<file path="src/tsr_pkg.sv">
// Package for the touch scan readout register block.
// Assumes a byte-wide register port decoded by an upstream I2C slave.
package tsr_pkg;
  localparam logic [7:0] ADDR_LOCK_OFS = 8'h79;
  localparam logic [7:0] INPUT_EN_OFS = 8'h07;
  localparam logic [7:0] SLAVE_ADDR_OFS = 8'h7C;
  localparam logic [7:0] BUTTON_SEL_OFS = 8'h81;
  localparam logic [7:0] BASE_HI_OFS = 8'h82;
  localparam logic [7:0] BASE_LO_OFS = 8'h83;
  localparam logic [7:0] DELTA_HI_OFS = 8'h84;
  localparam logic [7:0] DELTA_LO_OFS = 8'h85;
  localparam logic [7:0] RAW_HI_OFS = 8'h86;
  localparam logic [7:0] RAW_LO_OFS = 8'h87;
  localparam logic [7:0] TOUCH_OFS = 8'h88;
  localparam logic [7:0] UNLOCK_B0 = 8'h3C;
  localparam logic [7:0] UNLOCK_B1 = 8'hA5;
  localparam logic [7:0] UNLOCK_B2 = 8'h69;
  localparam logic [7:0] LOCK_B0 = 8'h96;
  localparam logic [7:0] LOCK_B1 = 8'h5A;
  localparam logic [7:0] LOCK_B2 = 8'hC3;
  localparam logic [7:0] SLAVE_ADDR_RST = 8'h00;
  localparam logic [7:0] BUTTON_SEL_RST = 8'h00;
  localparam int PULLUP_BIT = 7;
  localparam int READ_EN_BIT = 7;
  localparam int NUM_BUTTONS = 2;
  typedef enum logic [3:0] {
    TSR_SEQ_IDLE = 4'h1,
    TSR_SEQ_ONE = 4'h2,
    TSR_SEQ_TWO = 4'h4,
    TSR_SEQ_DONE = 4'h8
  } tsr_seq_t;
endpackage

</file>
<file path="src/tsr_key_seq.sv">
// Three-byte key sequence detector for the address lock register.
// Assumes one write strobe per byte on the system clock.
`timescale 1ns/1ps
`default_nettype none
module tsr_key_seq #(
  parameter logic [7:0] KEY0 = 8'h00,
  parameter logic [7:0] KEY1 = 8'h00,
  parameter logic [7:0] KEY2 = 8'h00
) (
  input wire logic clk_sys,
  input wire logic rst,
  input wire logic wrByte,
  input wire logic [7:0] wrData,
  output logic matched
);
  tsr_pkg::tsr_seq_t state;
  always_ff @(posedge clk_sys) begin
    if (rst) begin
      state <= tsr_pkg::TSR_SEQ_IDLE;
    end else if (wrByte) begin
      case (state)
        tsr_pkg::TSR_SEQ_IDLE:
          state <= (wrData == KEY0) ? tsr_pkg::TSR_SEQ_ONE : tsr_pkg::TSR_SEQ_IDLE;
        tsr_pkg::TSR_SEQ_ONE:
          state <= (wrData == KEY1) ? tsr_pkg::TSR_SEQ_TWO :
                   (wrData == KEY0) ? tsr_pkg::TSR_SEQ_ONE : tsr_pkg::TSR_SEQ_IDLE;
        tsr_pkg::TSR_SEQ_TWO:
          state <= (wrData == KEY2) ? tsr_pkg::TSR_SEQ_DONE :
                   (wrData == KEY0) ? tsr_pkg::TSR_SEQ_ONE : tsr_pkg::TSR_SEQ_IDLE;
        default:
          state <= (wrData == KEY0) ? tsr_pkg::TSR_SEQ_ONE : tsr_pkg::TSR_SEQ_IDLE;
      endcase
    end else if (state == tsr_pkg::TSR_SEQ_DONE) begin
      state <= tsr_pkg::TSR_SEQ_IDLE;
    end
  end
  // One-cycle pulse after the third key byte
  assign matched = (state == tsr_pkg::TSR_SEQ_DONE);
endmodule
`default_nettype wire

</file>
<file path="src/touch_scan_readout_regs.sv">
// Register file for touch scan readout, slave address and button selection.
// Assumes an upstream I2C slave gives byte reads and writes on clk_sys, and
// the sensing engine supplies per-button counts and touch state synchronously.
`timescale 1ns/1ps
`default_nettype none
// Contract
// - New address applied only on relock
// - Address bit 7 disables pull-ups
// - Address bits 6:0 are slave address
// - Results exposed for one selected input
// - Only enabled sensing pins may be selected
// - Select bit 7 gates result readout
// - Select mask must be one-hot, or zero from reset
// - Baseline read as high, low bytes
// - Delta count read as high, low bytes
// - Raw count read as high, low bytes
// - Touch state one bit per button
module touch_scan_readout_regs (
  input wire logic clk_sys,
  input wire logic rst,
  input wire logic regWrite,
  input wire logic regRead,
  input wire logic [7:0] regAddr,
  input wire logic [7:0] regWrData,
  output logic [7:0] regRdData,
  output logic regRdValid,
  input wire logic [1:0] inputEnable,
  input wire logic [31:0] baselineValue,
  input wire logic [31:0] deltaValue,
  input wire logic [31:0] rawValue,
  input wire logic [1:0] perButtonTouch,
  output logic [6:0] activeSlaveAddress,
  output logic pullupDisable,
  output logic [1:0] buttonOnehotMask,
  output logic readEnable,
  output logic addressLockState
);
  logic [7:0] pendingAddr;
  logic [7:0] buttonSel;
  logic unlockHit;
  logic lockHit;
  logic lockWrite;
  logic selIdx;
  logic [15:0] selBase;
  logic [15:0] selDelta;
  logic [15:0] selRaw;
  logic [7:0] next_rdData;
  logic [1:0] wrMask;

  assign lockWrite = regWrite && (regAddr == tsr_pkg::ADDR_LOCK_OFS);
  assign wrMask = regWrData[1:0];

  tsr_key_seq #(
    .KEY0(tsr_pkg::UNLOCK_B0),
    .KEY1(tsr_pkg::UNLOCK_B1),
    .KEY2(tsr_pkg::UNLOCK_B2)
  ) u_unlock (
    .clk_sys(clk_sys),
    .rst(rst),
    .wrByte(lockWrite),
    .wrData(regWrData),
    .matched(unlockHit)
  );

  tsr_key_seq #(
    .KEY0(tsr_pkg::LOCK_B0),
    .KEY1(tsr_pkg::LOCK_B1),
    .KEY2(tsr_pkg::LOCK_B2)
  ) u_lock (
    .clk_sys(clk_sys),
    .rst(rst),
    .wrByte(lockWrite),
    .wrData(regWrData),
    .matched(lockHit)
  );

  // Locked out of reset so the address cannot be changed by accident
  always_ff @(posedge clk_sys) begin
    if (rst) begin
      addressLockState <= 1'b1;
    end else if (lockHit) begin
      addressLockState <= 1'b1;
    end else if (unlockHit) begin
      addressLockState <= 1'b0;
    end
  end

  always_ff @(posedge clk_sys) begin
    if (rst) begin
      pendingAddr <= tsr_pkg::SLAVE_ADDR_RST;
    end else if (regWrite && regAddr == tsr_pkg::SLAVE_ADDR_OFS && !addressLockState) begin
      pendingAddr <= regWrData;
    end
  end

  // Applied copy only moves on a relock, so a half-written address never goes live
  always_ff @(posedge clk_sys) begin
    if (rst) begin
      pullupDisable <= tsr_pkg::SLAVE_ADDR_RST[tsr_pkg::PULLUP_BIT];
      activeSlaveAddress <= tsr_pkg::SLAVE_ADDR_RST[6:0];
    end else if (lockHit && !addressLockState) begin
      pullupDisable <= pendingAddr[tsr_pkg::PULLUP_BIT];
      activeSlaveAddress <= pendingAddr[6:0];
    end
  end

  always_ff @(posedge clk_sys) begin
    if (rst) begin
      buttonSel <= tsr_pkg::BUTTON_SEL_RST;
    end else if (regWrite && regAddr == tsr_pkg::BUTTON_SEL_OFS) begin
      buttonSel[tsr_pkg::READ_EN_BIT] <= regWrData[tsr_pkg::READ_EN_BIT];
      if ((wrMask == 2'h1 || wrMask == 2'h2) && ((wrMask & inputEnable) != 2'h0)) begin
        buttonSel[1:0] <= wrMask;
      end
    end
  end

  assign buttonOnehotMask = buttonSel[1:0];
  assign readEnable = buttonSel[tsr_pkg::READ_EN_BIT];
  assign selIdx = buttonSel[1];

  // Counts of the one selected input only
  always_comb begin
    selBase = selIdx ? baselineValue[31:16] : baselineValue[15:0];
    selDelta = selIdx ? deltaValue[31:16] : deltaValue[15:0];
    selRaw = selIdx ? rawValue[31:16] : rawValue[15:0];
  end

  always_comb begin
    next_rdData = 8'h00;
    case (regAddr)
      tsr_pkg::ADDR_LOCK_OFS: next_rdData = {7'h00, addressLockState};
      tsr_pkg::SLAVE_ADDR_OFS: next_rdData = pendingAddr;
      tsr_pkg::BUTTON_SEL_OFS: next_rdData = buttonSel;
      tsr_pkg::BASE_HI_OFS: next_rdData = readEnable ? selBase[15:8] : 8'h00;
      tsr_pkg::BASE_LO_OFS: next_rdData = readEnable ? selBase[7:0] : 8'h00;
      tsr_pkg::DELTA_HI_OFS: next_rdData = readEnable ? selDelta[15:8] : 8'h00;
      tsr_pkg::DELTA_LO_OFS: next_rdData = readEnable ? selDelta[7:0] : 8'h00;
      tsr_pkg::RAW_HI_OFS: next_rdData = readEnable ? selRaw[15:8] : 8'h00;
      tsr_pkg::RAW_LO_OFS: next_rdData = readEnable ? selRaw[7:0] : 8'h00;
      tsr_pkg::TOUCH_OFS: next_rdData = {6'h00, perButtonTouch};
      default: next_rdData = 8'h00;
    endcase
  end

  always_ff @(posedge clk_sys) begin
    if (rst) begin
      regRdData <= 8'h00;
      regRdValid <= 1'b0;
    end else begin
      regRdValid <= regRead;
      if (regRead) begin
        regRdData <= next_rdData;
      end
    end
  end
endmodule
`default_nettype wire

</file>
<file path="config.mk">
export PLATFORM = sky130hd
export DESIGN_NAME = touch_scan_readout_regs
export DESIGN_NICKNAME = d
export VERILOG_FILES = /design/src/tsr_pkg.sv /design/src/tsr_key_seq.sv /design/src/touch_scan_readout_regs.sv
export SDC_FILE = /design/constraint.sdc
export NUM_CORES = 1
export LEC_CHECK = 0
export BUFFER_PORTS_ARGS = -buffer_cell sky130_fd_sc_hd__buf_2
export CAP_MARGIN = 15
export CORE_ASPECT_RATIO = 0.5
export CORE_UTILIZATION = 40
export CTS_CLUSTER_SIZE = 14
export DETAILED_ROUTE_END_ITERATION = 12
export GPL_TIMING_DRIVEN = 0
export MAX_ROUTING_LAYER = met4
export PLACE_DENSITY = 0.7
export SYNTH_ARGS = -nofsm -noshare
export SYNTH_HDL_FRONTEND = slang
export SYNTH_SLANG_ARGS = --single-unit
</file>
<file path="constraint.sdc">
create_clock -name clk_sys -period 3.8 [get_ports clk_sys]
set_clock_uncertainty 0.05 [all_clocks]
set_input_delay 0.76 -clock clk_sys [delete_from_list [all_inputs] [get_ports clk_sys]]
set_output_delay 0.76 -clock clk_sys [all_outputs]
set_load 0.03 [all_outputs]
</file>
==> run metrics <==
status completed; yosys synthesis warning count 0; placed instance count 529; sequential area share after synthesis 26.68%; Max rail drop VDD 0.0001434 V; Final min period 2.477 ns; top_reg_cell synth dfxtp_1; CTS HTree Levels 2; WP data required 3.89 ns; DR WL/cell 15.33 um; top cells by area, synth dfxtp_1 27%, mux4_2 15%, mux2i_1 10%, nor2_1 3.0%, mux2_2 2.8%; top cell type's share of synthesized area 26.68%; PortBufs 139; row count 21; Die Area 7298 um^2; WS Path Type in -> reg; Netlist cell types 56; post-detail-place hpwl 6664 um; Total GRT Usage 23.23%; f_max 0.4037 GHz; drt first pass iters 4; DRT iter0 DRCs 127; post-CTS setup buffers 0; max_cap viols 0; Syn Nets 422; first-pass GRT wire length 12700 um; Worst setup SP type input port; Overflow after GRT 0; Final period util 65.19%; Hold/Removal Path Class reg -> reg; antenna viol nets, final 0; final std cells w/o fill 536; CTS tree done; CTS Buf Count 5; Avg Cell Area, Syn 9.317 um^2; GPL Wtd Cong 0.8803; Yosys top cell by area dfxtp_1; CP arrival 2.57 ns; pin count of the biggest net entering global routing 11; # diodes 0; clock root buffer clkbuf_16; CTS max path bufs 2; final setup fails 0; Post-synth EDFFs 0; cell area after synthesis 2776 um^2; core area 6700 um^2; cts repair resizes 0; Worst-Margin Slew 0.8780 ns; DRC errors left 0; Pwr per Cell Area 258.4 nW/um^2; Slew Viols, Final 0; Crit Path Max Fanout 10; synthesized flop and latch total 37; Mapped Cells 298; initial core utilization 41.44%; nets@finish 569; Via density 5.453; PnR Total Power 0.9617 mW; Pleak 1.562 nW; CP endpoint kind flop; worst hold slack 0.4281 ns; total negative setup slack 0 ns; RSZ-0062 raised after global routing no; Clk Latency, worst-skew pair 0.28 ns; clock transition at the registers of the reported paths 0.05 ns; Vias 2923; synthesis-to-layout area growth 34.07%; Worst slew margin 41.11%; die height 60.91 um; count leader, synth dfxtp_1; CTS Hold Bufs 0; TritonCTS Sinks 37; io pins 141; antenna violations before repair 0; number of global-route vias before repair 2623; Post-Route WL 8217 um; Final Hold Fails 0; top cells by count, synth 37 x dfxtp_1, 29 x mux2i_1, 22 x nor2_1, 18 x mux4_2, 17 x nand2_1; DIE WIDTH 119.8 um; Async SR Flop Fraction 0%; fraction of layout cells with a size suffix above 1 43.47%
-- layer usage --
| layer | global-route usage (%) | part of all wire, % |
|---|---|---|
| met2 | 39.31 | 48 |
| met5 | - | 0 |
| met3 | 3.289 | 6.1 |
| met4 | 4.821 | 0.40 |
| met1 | 30.17 | 46 |
-- report_power, final --
group          total (mW)  switching [mW]  internal [mW]
registers           0.392         0.00107          0.391
clock network       0.383           0.149          0.234
logic               0.187          0.0854          0.102
-- state kept, by name (all words and copies together), names as in the netlist, 3 cells and up --
name,count
buttonSel,3
activeSlaveAddress,7
u_lock.state,4
regRdData,8
pendingAddr,8
u_unlock.state,4
-- final timing paths --
kind                                                     start                              to  slack, ns  cells after the start
worst max-delay path                                regAddr[2]       regRdData[7]$_SDFFE_PP0P_       1.32                      6
worst min-delay path            u_unlock.state[3]$_SDFFE_PP0P_  u_unlock.state[3]$_SDFFE_PP0P_       0.43                      2
worst max register to register       buttonSel[1]$_SDFFE_PP0P_       regRdData[6]$_SDFFE_PP0P_       1.70                      6
worst min register to register  u_unlock.state[3]$_SDFFE_PP0P_  u_unlock.state[3]$_SDFFE_PP0P_       0.43                      2
-- critical path, cell delays in order --
cell and delay, ns:
buf_2 0.15, buf_1 0.48, mux4_2 0.40, mux2_2 0.28, a211oi_1 0.36, o22ai_1 0.13
-- per-stage QoR --
stage / util, % / setup WS (ns) / area (um^2)
6_report: 55.56 / 1.323 / 3722
5_1_grt: 55.56 / 1.273 / 3722
4_1_cts: 55.48 / 1.332 / 3717
3_5_place_dp: 53.54 / 1.066 / 3587
3_3_place_gp: 53.54 / 1.055 / 3587
2_1_floorplan: - / 1.487 / 2776
-- area by class of cell --
type	instances	area (um^2)
clock buffers	5	125.1
plain buffers	22	103.9
clock inverters	1	5.005
repair buffers	140	700.7
well taps	92	115.1
inverters	6	22.52
multi-input cells	233	1909
fillers	655	2978
flip-flops and latches	37	740.7
-- logic make-up after synthesis --
family                   share of synthesized area (%)
buffers and inverters                            4.551
flip-flops                                       26.68
adder cells (fa/ha/maj)                          1.803
AND/OR/NAND/NOR                                  27.58
multiplexers                                     27.90
AO/OA/AOI/OAI                                    11.49
-- cell usage in the layout, fill, tap and decap left out, types with 2 or more instances in the layout --
cell type / synthesis / layout
clkbuf_1: 12 / 12
buf_1: 2 / 2
or4bb_1: 2 / 2
a211o_1: 2 / 2
o311ai_0: 5 / 5
mux2i_1: 29 / 29
or2_2: 7 / 7
nand3_1: 8 / 8
nor2_1: 22 / 22
or3_1: 4 / 4
nor2b_1: 6 / 6
ha_1: 4 / 4
a31oi_1: 7 / 7
clkbuf_16: 0 / 5
dfxtp_1: 37 / 37
a21oi_1: 15 / 15
o21ai_0: 7 / 7
nand4_1: 2 / 2
nor4b_1: 5 / 5
nand2b_1: 6 / 6
nor3_1: 13 / 13
mux2_2: 7 / 7
nor4_1: 7 / 7
inv_1: 6 / 6
mux4_2: 18 / 18
buf_4: 2 / 2
a211oi_1: 4 / 4
and3b_1: 2 / 2
nand2_1: 17 / 17
and2_1: 4 / 4
buf_2: 5 / 144
nand3b_1: 6 / 6
No activity file was read; power rests on OpenSTA's default activity.
